<file path="src/tmc_pkg.sv">
`default_nettype none
package tmc_pkg;

	// ---------------------------------------------
	// register offsets (byte addresses)
	// ---------------------------------------------
	localparam logic [7:0] OFS_CTRL  = 8'h00;
	localparam logic [7:0] OFS_STAT  = 8'h04;
	localparam logic [7:0] OFS_CMPA  = 8'h08;
	localparam logic [7:0] OFS_CMPB  = 8'h0C;
	localparam logic [7:0] OFS_INTV  = 8'h10;
	localparam logic [7:0] OFS_DIV   = 8'h20;
	localparam logic [7:0] OFS_PULSE = 8'h30;
	localparam logic [7:0] OFS_WDOG  = 8'h40;
	localparam logic [7:0] OFS_CFG   = 8'h50;
	localparam logic [7:0] OFS_READ  = 8'hF0;

	// ---------------------------------------------
	// field positions
	// ---------------------------------------------
	localparam int IEN_BIT   = 15;
	localparam int ACLR_BIT  = 0;
	localparam int BEN_BIT   = 15;
	localparam int AEN_BIT   = 14;
	localparam int FFI_BIT   = 0;
	localparam int WEN_BIT   = 15;
	localparam int ARM_BIT   = 7;
	localparam int KICK_BIT  = 0;
	localparam int ROUTE_BIT = 0;
	localparam int IFLAG     = 0;
	localparam int AFLAG     = 1;
	localparam int BFLAG     = 2;
	localparam int WFLAG     = 3;
	localparam int CNT_W     = 24;

	// ---------------------------------------------
	// reset values
	// ---------------------------------------------
	localparam logic [7:0]  CTRL_RST = 8'h00;
	localparam logic [3:0]  FLAG_RST = 4'h0;
	localparam logic [23:0] CMP_RST  = 24'h00_0000;
	localparam logic [2:0]  DIV_RST  = 3'h0;

	typedef enum logic [1:0] {
		MODE_INTERVAL = 2'h0,
		MODE_PULSE    = 2'h1,
		MODE_WDOG     = 2'h2,
		MODE_OFF      = 2'h3
	} tmc_mode_t;

	typedef struct packed {
		logic      run;
		logic      preEn;
		logic      haltClr;
		logic      rsv;
		logic      edgeRise;
		logic      extSel;
		tmc_mode_t mode;
	} tmc_ctrl_t;

endpackage
`default_nettype wire

</file>
<file path="src/tmc_timer.sv">
`timescale 1ns/1ps
`default_nettype none
module tmc_timer #(
	parameter int CHAN = 2
) (
	// clock and reset
	input  wire logic        clk,
	input  wire logic        rst,
	// avalon-mm slave
	input  wire logic [7:0]  address,
	input  wire logic        read,
	input  wire logic        write,
	input  wire logic [31:0] writedata,
	input  wire logic [3:0]  byteenable,
	output logic      [31:0] readdata,
	output logic             waitrequest,
	// external count clock pin
	input  wire logic        extClk,
	// outputs
	output logic             pulseOut,
	output logic             timerIrqN,
	output logic             wdNmiN,
	output logic             wdRstN
);

	// ---------------------------------------------
	// bus slave
	// ---------------------------------------------
	function automatic logic [31:0] beMerge(
		input logic [31:0] old,
		input logic [31:0] wd,
		input logic [3:0]  be
	);
		logic [31:0] r;
		r = old;
		for (int i = 0; i < 4; i++) begin
			if (be[i])
				r[8*i +: 8] = wd[8*i +: 8];
		end
		return r;
	endfunction

	logic                   waitReq_reg;
	logic [31:0]            rdData_reg;
	logic [31:0]            rdMux;
	logic                   busWr;
	logic                   wrCtrl, wrStat, wrCmpA, wrCmpB;
	logic                   wrIntv, wrDiv, wrPulse, wrWdog, wrCfg;

	tmc_pkg::tmc_ctrl_t     ctrl_reg;
	tmc_pkg::tmc_ctrl_t     ctrlNew;
	logic [31:0]            ctrlM;
	logic [3:0]             flag_reg;
	logic [3:0]             flagSet;
	logic [3:0]             flagClr;
	logic [23:0]            cmpA_reg, cmpB_reg, cnt_reg;
	logic                   ien_reg, aclr_reg;
	logic [2:0]             div_reg;
	logic                   ben_reg, aen_reg, ffi_reg;
	logic                   wen_reg, arm_reg, kick_reg;
	logic                   route_reg;
	logic                   stop_reg;
	logic                   pulse_reg;

	// one wait cycle, then a single acknowledge cycle
	always_ff @(posedge clk) begin
		if (rst)
			waitReq_reg <= 1'b1;
		else
			waitReq_reg <= !((read || write) && waitReq_reg);
	end
	assign waitrequest = waitReq_reg;
	assign busWr       = write && !waitReq_reg;

	always_comb begin
		wrCtrl  = busWr && (address == tmc_pkg::OFS_CTRL);
		wrStat  = busWr && (address == tmc_pkg::OFS_STAT);
		wrCmpA  = busWr && (address == tmc_pkg::OFS_CMPA);
		wrCmpB  = busWr && (address == tmc_pkg::OFS_CMPB);
		wrIntv  = busWr && (address == tmc_pkg::OFS_INTV);
		wrDiv   = busWr && (address == tmc_pkg::OFS_DIV);
		wrPulse = busWr && (address == tmc_pkg::OFS_PULSE);
		wrWdog  = busWr && (address == tmc_pkg::OFS_WDOG);
		wrCfg   = busWr && (address == tmc_pkg::OFS_CFG);
	end

	always_comb begin
		rdMux = 32'h0000_0000;
		if (address == tmc_pkg::OFS_CTRL)
			rdMux[7:0] = ctrl_reg;
		else if (address == tmc_pkg::OFS_STAT)
			rdMux[3:0] = flag_reg;
		else if (address == tmc_pkg::OFS_CMPA)
			rdMux[23:0] = cmpA_reg;
		else if (address == tmc_pkg::OFS_CMPB)
			rdMux[23:0] = cmpB_reg;
		else if (address == tmc_pkg::OFS_INTV) begin
			rdMux[tmc_pkg::IEN_BIT]  = ien_reg;
			rdMux[tmc_pkg::ACLR_BIT] = aclr_reg;
		end else if (address == tmc_pkg::OFS_DIV)
			rdMux[2:0] = div_reg;
		else if (address == tmc_pkg::OFS_PULSE) begin
			rdMux[tmc_pkg::BEN_BIT] = ben_reg;
			rdMux[tmc_pkg::AEN_BIT] = aen_reg;
			rdMux[tmc_pkg::FFI_BIT] = ffi_reg;
		end else if (address == tmc_pkg::OFS_WDOG) begin
			rdMux[tmc_pkg::WEN_BIT]  = wen_reg;
			rdMux[tmc_pkg::ARM_BIT]  = arm_reg;
			rdMux[tmc_pkg::KICK_BIT] = kick_reg;
		end else if (address == tmc_pkg::OFS_CFG)
			rdMux[tmc_pkg::ROUTE_BIT] = route_reg;
		else if (address == tmc_pkg::OFS_READ)
			rdMux[23:0] = cnt_reg;
	end

	always_ff @(posedge clk) begin
		if (rst)
			rdData_reg <= 32'h0000_0000;
		else if (read && waitReq_reg)
			rdData_reg <= rdMux;
	end
	assign readdata = rdData_reg;

	// ---------------------------------------------
	// control register
	// ---------------------------------------------
	logic wdMode, wdCtrlOff, wdIrqOff, haltClr;

	assign ctrlM   = beMerge({24'h00_0000, ctrl_reg}, writedata,
		byteenable);
	assign ctrlNew = tmc_pkg::tmc_ctrl_t'(ctrlM[7:0]);
	assign wdMode  = (CHAN == 2) &&
		(ctrl_reg.mode == tmc_pkg::MODE_WDOG);
	assign wdCtrlOff = wrCtrl && wdMode && arm_reg &&
		ctrl_reg.run && !ctrlNew.run;
	assign wdIrqOff = wrWdog && wdMode && arm_reg && wen_reg &&
		byteenable[1] && !writedata[tmc_pkg::WEN_BIT];
	assign haltClr = wrCtrl && ctrl_reg.run && !ctrlNew.run &&
		ctrlNew.haltClr && !(wdMode && !arm_reg);

	always_ff @(posedge clk) begin
		if (rst)
			ctrl_reg <= tmc_pkg::tmc_ctrl_t'(tmc_pkg::CTRL_RST);
		else if (wrCtrl) begin
			ctrl_reg     <= ctrlNew;
			ctrl_reg.rsv <= 1'b0;
			if (CHAN == 0)
				ctrl_reg.extSel <= 1'b0;
			if (wdMode && !arm_reg && ctrl_reg.run)
				ctrl_reg.run <= 1'b1;
		end
	end

	// ---------------------------------------------
	// mode registers
	// ---------------------------------------------
	always_ff @(posedge clk) begin
		if (rst) begin
			cmpA_reg <= tmc_pkg::CMP_RST;
			cmpB_reg <= tmc_pkg::CMP_RST;
			div_reg  <= tmc_pkg::DIV_RST;
			route_reg <= 1'b0;
		end else begin
			if (wrCmpA)
				cmpA_reg <= 24'(beMerge({8'h00, cmpA_reg}, writedata,
					byteenable));
			if (wrCmpB)
				cmpB_reg <= 24'(beMerge({8'h00, cmpB_reg}, writedata,
					byteenable));
			if (wrDiv && byteenable[0])
				div_reg <= writedata[2:0];
			if (wrCfg && byteenable[0])
				route_reg <= writedata[tmc_pkg::ROUTE_BIT];
		end
	end

	always_ff @(posedge clk) begin
		if (rst) begin
			ien_reg  <= 1'b0;
			aclr_reg <= 1'b0;
			ben_reg  <= 1'b0;
			aen_reg  <= 1'b0;
			ffi_reg  <= 1'b0;
		end else begin
			if (wrIntv && byteenable[1])
				ien_reg <= writedata[tmc_pkg::IEN_BIT];
			if (wrIntv && byteenable[0])
				aclr_reg <= writedata[tmc_pkg::ACLR_BIT];
			if (wrPulse && byteenable[1]) begin
				ben_reg <= writedata[tmc_pkg::BEN_BIT];
				aen_reg <= writedata[tmc_pkg::AEN_BIT];
			end
			if (wrPulse && byteenable[0])
				ffi_reg <= writedata[tmc_pkg::FFI_BIT];
		end
	end

	// watchdog register: enable, arm, kick
	always_ff @(posedge clk) begin
		if (rst) begin
			wen_reg  <= 1'b0;
			arm_reg  <= 1'b0;
			kick_reg <= 1'b0;
		end else begin
			if (wrWdog && byteenable[1] &&
				(writedata[tmc_pkg::WEN_BIT] || arm_reg))
				wen_reg <= writedata[tmc_pkg::WEN_BIT];
			if (wdCtrlOff || wdIrqOff)
				arm_reg <= 1'b0;
			else if (wrWdog && byteenable[0] &&
				writedata[tmc_pkg::ARM_BIT])
				arm_reg <= 1'b1;
			if (kick_reg)
				kick_reg <= 1'b0;
			else if (wrWdog && byteenable[0] &&
				writedata[tmc_pkg::KICK_BIT])
				kick_reg <= 1'b1;
		end
	end

	// ---------------------------------------------
	// count clock
	// ---------------------------------------------
	logic [7:0] pre_reg;
	logic [8:0] preM;
	logic       sync1_reg, sync2_reg, sync3_reg;
	logic       intTick, extTick, tick;

	always_ff @(posedge clk) begin
		if (rst || !ctrl_reg.preEn || !ctrl_reg.run)
			pre_reg <= 8'h00;
		else
			pre_reg <= pre_reg + 8'h01;
	end
	assign preM = (9'h002 << div_reg) - 9'h001;
	// falling edge of the divided clock
	assign intTick = ctrl_reg.preEn ?
		((pre_reg & preM[7:0]) == preM[7:0]) : 1'b1;

	always_ff @(posedge clk) begin
		if (rst) begin
			sync1_reg <= 1'b0;
			sync2_reg <= 1'b0;
			sync3_reg <= 1'b0;
		end else begin
			sync1_reg <= extClk;
			sync2_reg <= sync1_reg;
			sync3_reg <= sync2_reg;
		end
	end
	assign extTick = ctrl_reg.edgeRise ?
		(sync2_reg && !sync3_reg) :
		(!sync2_reg && sync3_reg);
	assign tick = (ctrl_reg.extSel && CHAN != 0) ?
		extTick : intTick;

	// ---------------------------------------------
	// counter and match logic
	// ---------------------------------------------
	logic modeOk, active, matchA, matchB, resume;
	logic [23:0] cntInc;

	always_comb begin
		case (ctrl_reg.mode)
			tmc_pkg::MODE_INTERVAL: modeOk = 1'b1;
			tmc_pkg::MODE_PULSE:    modeOk = (CHAN != 0);
			tmc_pkg::MODE_WDOG:     modeOk = (CHAN == 2);
			default:                modeOk = 1'b0;
		endcase
	end
	assign active = ctrl_reg.run && !stop_reg && modeOk && tick;
	// match on the value this tick loads: a clear replaces that count
	assign cntInc = cnt_reg + 24'h00_0001;
	assign matchA = active && (cntInc == cmpA_reg);
	assign matchB = active && (cntInc == cmpB_reg);
	assign resume = stop_reg && flagClr[tmc_pkg::IFLAG] &&
		aclr_reg;

	always_comb begin
		flagSet = 4'h0;
		case (ctrl_reg.mode)
			tmc_pkg::MODE_INTERVAL:
				flagSet[tmc_pkg::IFLAG] = matchA;
			tmc_pkg::MODE_PULSE: begin
				flagSet[tmc_pkg::AFLAG] = matchA && !matchB;
				flagSet[tmc_pkg::BFLAG] = matchB && ben_reg;
			end
			tmc_pkg::MODE_WDOG:
				flagSet[tmc_pkg::WFLAG] = matchA;
			default:
				flagSet = 4'h0;
		endcase
	end

	always_ff @(posedge clk) begin
		if (rst) begin
			cnt_reg  <= 24'h00_0000;
			stop_reg <= 1'b0;
		end else if (kick_reg || haltClr || resume) begin
			cnt_reg  <= 24'h00_0000;
			stop_reg <= 1'b0;
		end else if (!ctrl_reg.run) begin
			stop_reg <= 1'b0;
		end else if (active) begin
			case (ctrl_reg.mode)
				tmc_pkg::MODE_INTERVAL: begin
					if (matchA && aclr_reg)
						cnt_reg <= 24'h00_0000;
					else if (matchA) begin
						cnt_reg  <= cntInc;
						stop_reg <= 1'b1;
					end else
						cnt_reg <= cntInc;
				end
				tmc_pkg::MODE_PULSE: begin
					if (matchB)
						cnt_reg <= 24'h00_0000;
					else
						cnt_reg <= cntInc;
				end
				default:
					cnt_reg <= cntInc;
			endcase
		end
	end

	// status flags: a set beats a clear in the same cycle
	assign flagClr = (wrStat && byteenable[0]) ?
		~writedata[3:0] : 4'h0;

	always_ff @(posedge clk) begin
		if (rst)
			flag_reg <= tmc_pkg::FLAG_RST;
		else
			flag_reg <= (flag_reg & ~flagClr) | flagSet;
	end

	// ---------------------------------------------
	// pulse flip-flop and request outputs
	// ---------------------------------------------
	always_ff @(posedge clk) begin
		if (rst)
			pulse_reg <= 1'b0;
		else if (wrPulse && byteenable[0])
			pulse_reg <= writedata[tmc_pkg::FFI_BIT];
		else if (ctrl_reg.mode == tmc_pkg::MODE_PULSE &&
			(matchA || matchB))
			pulse_reg <= !pulse_reg;
	end
	assign pulseOut = pulse_reg;

	logic tIrq_reg, nmi_reg, wrst_reg, wdReq;
	assign wdReq = (CHAN == 2) && flag_reg[tmc_pkg::WFLAG] && wen_reg;

	always_ff @(posedge clk) begin
		if (rst) begin
			tIrq_reg <= 1'b1;
			nmi_reg  <= 1'b1;
			wrst_reg <= 1'b1;
		end else begin
			tIrq_reg <= !((flag_reg[tmc_pkg::IFLAG] && ien_reg) ||
				(flag_reg[tmc_pkg::AFLAG] && aen_reg) ||
				flag_reg[tmc_pkg::BFLAG]);
			nmi_reg  <= !(wdReq && !route_reg);
			wrst_reg <= !(wdReq && route_reg);
		end
	end
	assign timerIrqN = tIrq_reg;
	assign wdNmiN    = nmi_reg;
	assign wdRstN    = wrst_reg;
endmodule
`default_nettype wire

</file>
<file path="config.mk">
export PLATFORM = sky130hd
export DESIGN_NAME = tmc_timer
export DESIGN_NICKNAME = d
export VERILOG_FILES = /design/src/tmc_pkg.sv /design/src/tmc_timer.sv
export SDC_FILE = /design/constraint.sdc
export NUM_CORES = 1
export LEC_CHECK = 0
export BUFFER_PORTS_ARGS = -buffer_cell sky130_fd_sc_hd__clkbuf_2
export CAP_MARGIN = 20
export CORE_MARGIN = 1.5
export CORE_UTILIZATION = 45
export CTS_BUF_LIST = sky130_fd_sc_hd__clkbuf_4 sky130_fd_sc_hd__clkbuf_8 sky130_fd_sc_hd__clkbuf_16
export DETAILED_ROUTE_END_ITERATION = 12
export GPL_TIMING_DRIVEN = 0
export SYNTH_ARGS = -nofsm -noshare
export SYNTH_HDL_FRONTEND = slang
export SYNTH_SLANG_ARGS = --single-unit
</file>
<file path="constraint.sdc">
create_clock -name clk -period 5.7 [get_ports clk]
set_input_delay 0.285 -clock clk [delete_from_list [all_inputs] [get_ports clk]]
set_output_delay 0.285 -clock clk [all_outputs]
set_load 0.005 [all_outputs]
</file>
==> out/results.ini, run 1 <==
[routing]
viasPerCell = 6.030
first_pass_iters = 5
wl_per_cell_um = 21.15
num_vias = 8225
wl_um = 28840
antenna_left = 0
drtIter0Drc = 861
remaining_drc_errors = 0

[finish]
drive_gt1_share_pct = 12.29
final_cell_mix = dfxtp_1 (136), nor2_1 (117), a21oi_1 (93)
utilization_pct = 53.30
finalNetCount = 1178
final_cell_area_um2 = 9251
fin_cells = 1364
num_antenna_cells = 0
synthToLayoutAreaGrowth_pct = 15.39
layout_commonest_cell = dfxtp_1

[sta]
worst_slew_pin_slew_ns = 1.156
rsz0062_at_grt = false
finalClockSkew_ns = 0.01043
slew_headroom_pct = 22.21
finalCriticalPeriod_ns = 4.571
final-max-slew-violation-count = 0
finalCritPeriodShare_pct = 80.19
tns_ns = 0
hold_viol = 0
max_freq_mhz = 218.8
setup_viol = 0

[synth]
netlist.area_leader.share_pct = 33.96
synth_largest_area_cell = dfxtp_1
yosysUniqueCellTypes = 73
syn_area_um2 = 8018
ys.flop_type = dfxtp_1
synth_cells = 1034
ys_warn_count = 0
ys_seq_area_share_pct = 33.96
yosys-top-cells-area = dfxtp_1 (34%), a21oi_1 (5.8%), mux2i_1 (5.7%)
synth_area_per_cell_um2 = 7.754
async_flop_share_pct = 0
ys_ff_latch = 136
synth_edf_count = 0

[floorplanning]
start_util_pct = 46.19
ios = 86
die_w_um = 136.5
core_area_um2 = 17360
die_h_um = 136.5
rows = 48
dieArea_um2 = 18630

[setup_path]
crit_path_end_kind = register
crit_start = cnt_reg[1]
cp.arrival_ns = 4.88
crit_fanout = 10
start_kind = register
path_class = register to register
cp_data_required_time_ns = 6.01
r2r-start = cnt_reg[1]

[job]
maxCapViolCount = 0

[global_routing]
grt_max_degree = 17
grt_pass1_vias = 7158
grt_overflow = 0
antenna_found_initial = 0
track_usage_pct = 31.36
grt_pass1_wl_um = 43320

[power_and_ir_drop]
p_leak_uw = 0.003298
ir_drop_v = 0.0002710
finalPower_uw = 2192
p_per_area_nw_per_um2 = 237.0

[clock_network]
cts_tree = yes
hold_buffers = 0
cts_made_buffers = 17
cts_root_buf = clkbuf_16
cts_resized = 0
clk_pin_slew_ns = 0.07
cts_buffer_depth = 2
clk_latency_ns = 0.44
cts_setup_buffers = 0
cts_max_level = 4
cts.sinks = 136

[placed_design]
gp_congestion = 0.9679
place_area_um2 = 8656
dp_cells = 1332
io_buffers = 66
place_hpwl_um = 21770

[hold_path]
hold_class = input pin to register
min_from = write

[run_status]
status = finished, final reports clean

[cell type report]
| type | instances | area [µm²] |
|---|---|---|
| multi-input cells | 781 | 4793 |
| repair buffers | 66 | 330.3 |
| flip-flops and latches | 136 | 2723 |
| well taps | 225 | 281.5 |
| clock inverters | 14 | 156.4 |
| inverters | 38 | 142.6 |
| fillers | 1702 | 8105 |
| clock buffers | 18 | 439.2 |
| plain buffers | 86 | 385.4 |
[metrics by stage]
stage / hold slack, ns / worst slack (ns)
6_report: 0.06435 / 1.129
5_1_grt: 0.05658 / 0.9600
4_1_cts: 0.06176 / 1.216
3_5_place_dp: 0.4321 / 1.280
3_3_place_gp: 0.4270 / 1.305
2_1_floorplan: 0.4009 / 2.474
[worst max-delay path: stages, from the launching register on]
cell       delay [ns]
dfxtp_1          0.49
ha_1             0.21
buf_2            0.20
nand4_1          0.28
or4_1            0.56
clkbuf_1         0.25
xnor3_1          0.25
a311oi_1         0.19
o21ai_0          0.24
nor4_1           0.99
nand2_2          0.12
nand4bb_1        0.28
buf_4            0.25
o21ai_0          0.11
[path summary, 6_finish.rpt]
path | slack, ns | cells after the start | endpoint
min | 0.06 | 2 | waitrequest
min reg2reg | 0.45 | 1 | sync2_reg
max reg2reg | 1.13 | 13 | cnt_reg[19]
max | 1.13 | 13 | cnt_reg[19]
[where the power goes]
part           leakage (µW)  internal, µW  switching [µW]
sequential          0.00110           955            2.80
combinational       0.00191          28.8            69.2
clock              0.000287           633             504
total               0.00330          1620             576
[per-layer routing]
| metal | vias to the layer above | part of all wire (%) | GRT usage [%] |
|---|---|---|---|
| li1 | 3903 | - | - |
| met1 | 3904 | 47 | 46.84 |
| met2 | 375 | 42 | 45.39 |
| met3 | 43 | 8.0 | 5.817 |
| met4 | 0 | 2.4 | 8.924 |
| met5 | - | 0 | 0 |
[logic make-up after synthesis]
kind of cell             synth area share (%)
XOR/XNOR                                6.195
multiplexers                            5.743
adder cells (fa/ha/maj)                0.4682
AO/OA/AOI/OAI                           20.33
flip-flops                              33.96
AND/OR/NAND/NOR                         26.67
buffers and inverters                   6.586
other                                 0.04677
[synth_stat cells, types with 9 or more instances]
cell      count
mux2i_1      46
clkbuf_1     56
nand2b_1     14
inv_1        38
a41oi_1       9
xor2_1       14
nand4_1      17
o31ai_1      16
nor3_1       31
dfxtp_1     136
nor4_1       12
or3_1        10
a32oi_1      11
and3_1       19
buf_2        14
a22oi_1       9
nor2b_1      12
nand3_1      44
buf_4        12
a21oi_1      93
and2_1       17
xnor2_1      35
nand2_1      90
o21ai_0      39
nor2_1      117
(Power assumes the default switching activity.)
==> inputs of run 2 (changes only) <==
- clock period: 5.7 -> 4.7 ns (I/O delays scaled with it)
==> run 2 against run 1 <==
Effect of this change:
- critical path depth unchanged
- global-route usage unchanged
- die area unchanged
- final area about the same
- total power up 21%
- sequential cell count unchanged
- fmax up 6.6%
- clock power up 21%
- register-to-register slack worse by 0.72 ns
- highest routed layer unchanged
==> out/results.ini, run 2 (synthesis gave the netlist of run 1 again) <==
[floorplanning]
ios = 86
die_h_um = 136.5
start_util_pct = 46.19
dieArea_um2 = 18630
die_w_um = 136.5
rows = 48
core_area_um2 = 17360

[power_and_ir_drop]
p_per_area_nw_per_um2 = 287.2
p_seq_share_pct = 43.7
ir_drop_v = 0.0003283
combPwrFrac_pct = 4.5
clockPowerShare_pct = 51.8
intPower_uw = 1961
switching_share_pct = 26.24
p_switching_uw = 697.5
p_leak_uw = 0.003298

[sta]
slew_headroom_pct = 31.57
finalCriticalPeriod_ns = 4.286
max_freq_mhz = 233.3
final-max-slew-violation-count = 0
hold_viol = 0
finalClockSkew_ns = 0.008970
setup_viol = 0
worst_slew_pin_slew_ns = 1.023
finalCritPeriodShare_pct = 91.19
rsz0062_at_grt = false
tns_ns = 0

[global_routing]
track_usage_pct = 31.36
antenna_found_initial = 0
grt_max_degree = 17
grt_overflow = 0
grt_pass1_vias = 7158
grt_pass1_wl_um = 43320

[clock_network]
cts_resized = 0
hold_buffers = 0
cts_setup_buffers = 0
cts.sinks = 136
cts_tree = yes
clk_latency_ns = 0.43
cts_root_buf = clkbuf_16
cts_made_buffers = 17
clk_pin_slew_ns = 0.07
cts_buffer_depth = 2
cts_max_level = 4

[setup_path]
r2r_slack_ns = 0.41
path_class = register to register
crit_fanout = 10
crit_path_end_kind = register
start_kind = register
cp.arrival_ns = 4.59
cp_data_required_time_ns = 5.01

[routing]
viasPerCell = 6.067
first_pass_iters = 6
wl_um = 28790
num_vias = 8275
drtIter0Drc = 967
remaining_drc_errors = 0
antenna_left = 0
wl_per_cell_um = 21.11

[finish]
synthToLayoutAreaGrowth_pct = 15.47
finalNetCount = 1178
num_antenna_cells = 0
layout_commonest_cell = dfxtp_1
fillerInstances = 1701
utilization_pct = 53.34
drive_gt1_share_pct = 12.38
final_cell_mix = dfxtp_1 (136), nor2_1 (117), a21oi_1 (93)

[placed_design]
io_buffers = 66
place_hpwl_um = 21770
gp_congestion = 0.9679

[job]
maxCapViolCount = 0

[run_status]
status = finished, final reports clean

[hold_path]
hold_class = input pin to register

[run 2: routing by layer]
layer  vias to the layer above  GRT usage (%)  part of all wire [%]
li1                       3898              -                     -
met1                      3918          46.84                    47
met2                       411          45.39                    43
met3                        48          5.817                   7.8
met4                         0          8.924                   2.4
met5                         -              0                     0
[run 2: area by class of cell]
cell class | count | area (µm²) | area share (%)
Multi-Input combinational cell | 781 | 4800 | 51.84
Buffer | 86 | 385.4 | 4.163
Inverter | 38 | 142.6 | 1.541
Clock buffer | 18 | 439.2 | 4.744
Timing Repair Buffer | 66 | 330.3 | 3.568
Tap cell | 225 | 281.5 | 3.041
Sequential cell | 136 | 2723 | 29.41
Clock inverter | 14 | 156.4 | 1.689
[run 2: worst paths after layout]
check | startpoint | to | depth (start not counted)
setup / recovery | cnt_reg[1] | cnt_reg[19] | 13
hold / removal | write | waitrequest | 2
setup reg to reg | cnt_reg[1] | cnt_reg[19] | 13
hold reg to reg | sync1_reg | sync2_reg | 1
[run 2: power by group through the flow]
stage | Combinational, µW | Sequential [µW] | Clock [µW]
2_1_floorplan | 55.6 | 1190 | 0
3_3_place_gp | 117 | 1190 | 0
3_5_place_dp | 117 | 1190 | 0
4_1_cts | 117 | 1160 | 1380
5_1_grt | 128 | 1160 | 1430
6_report | 119 | 1160 | 1380
[run 2: through the flow]
stage | total power (µW) | instance area [µm²] | hold slack (ns) | std cells | setup WS, ns
2_1_floorplan | 1243 | 8044 | 0.3509 | 1041 | 1.474
3_3_place_gp | 1304 | 8656 | 0.4270 | 1332 | 0.3052
3_5_place_dp | 1304 | 8656 | 0.4321 | 1332 | 0.2796
4_1_cts | 2662 | 9251 | 0.01176 | 1364 | 0.2162
5_1_grt | 2722 | 9258 | 0.006577 | 1364 | 0.2591
6_report | 2658 | 9258 | 0.01737 | 1364 | 0.4139
[run 2: worst max-delay path: stages, from the launching register on]
cell and delay (ns):
dfxtp_1 0.49, ha_1 0.21, buf_2 0.20, nand4_1 0.28, or4_1 0.56, clkbuf_1 0.25
xnor3_1 0.25, a311oi_1 0.19, o21ai_0 0.27, nor4_2 0.70, nand2_2 0.12, nand4bb_1 0.28
buf_4 0.25, o21ai_0 0.11
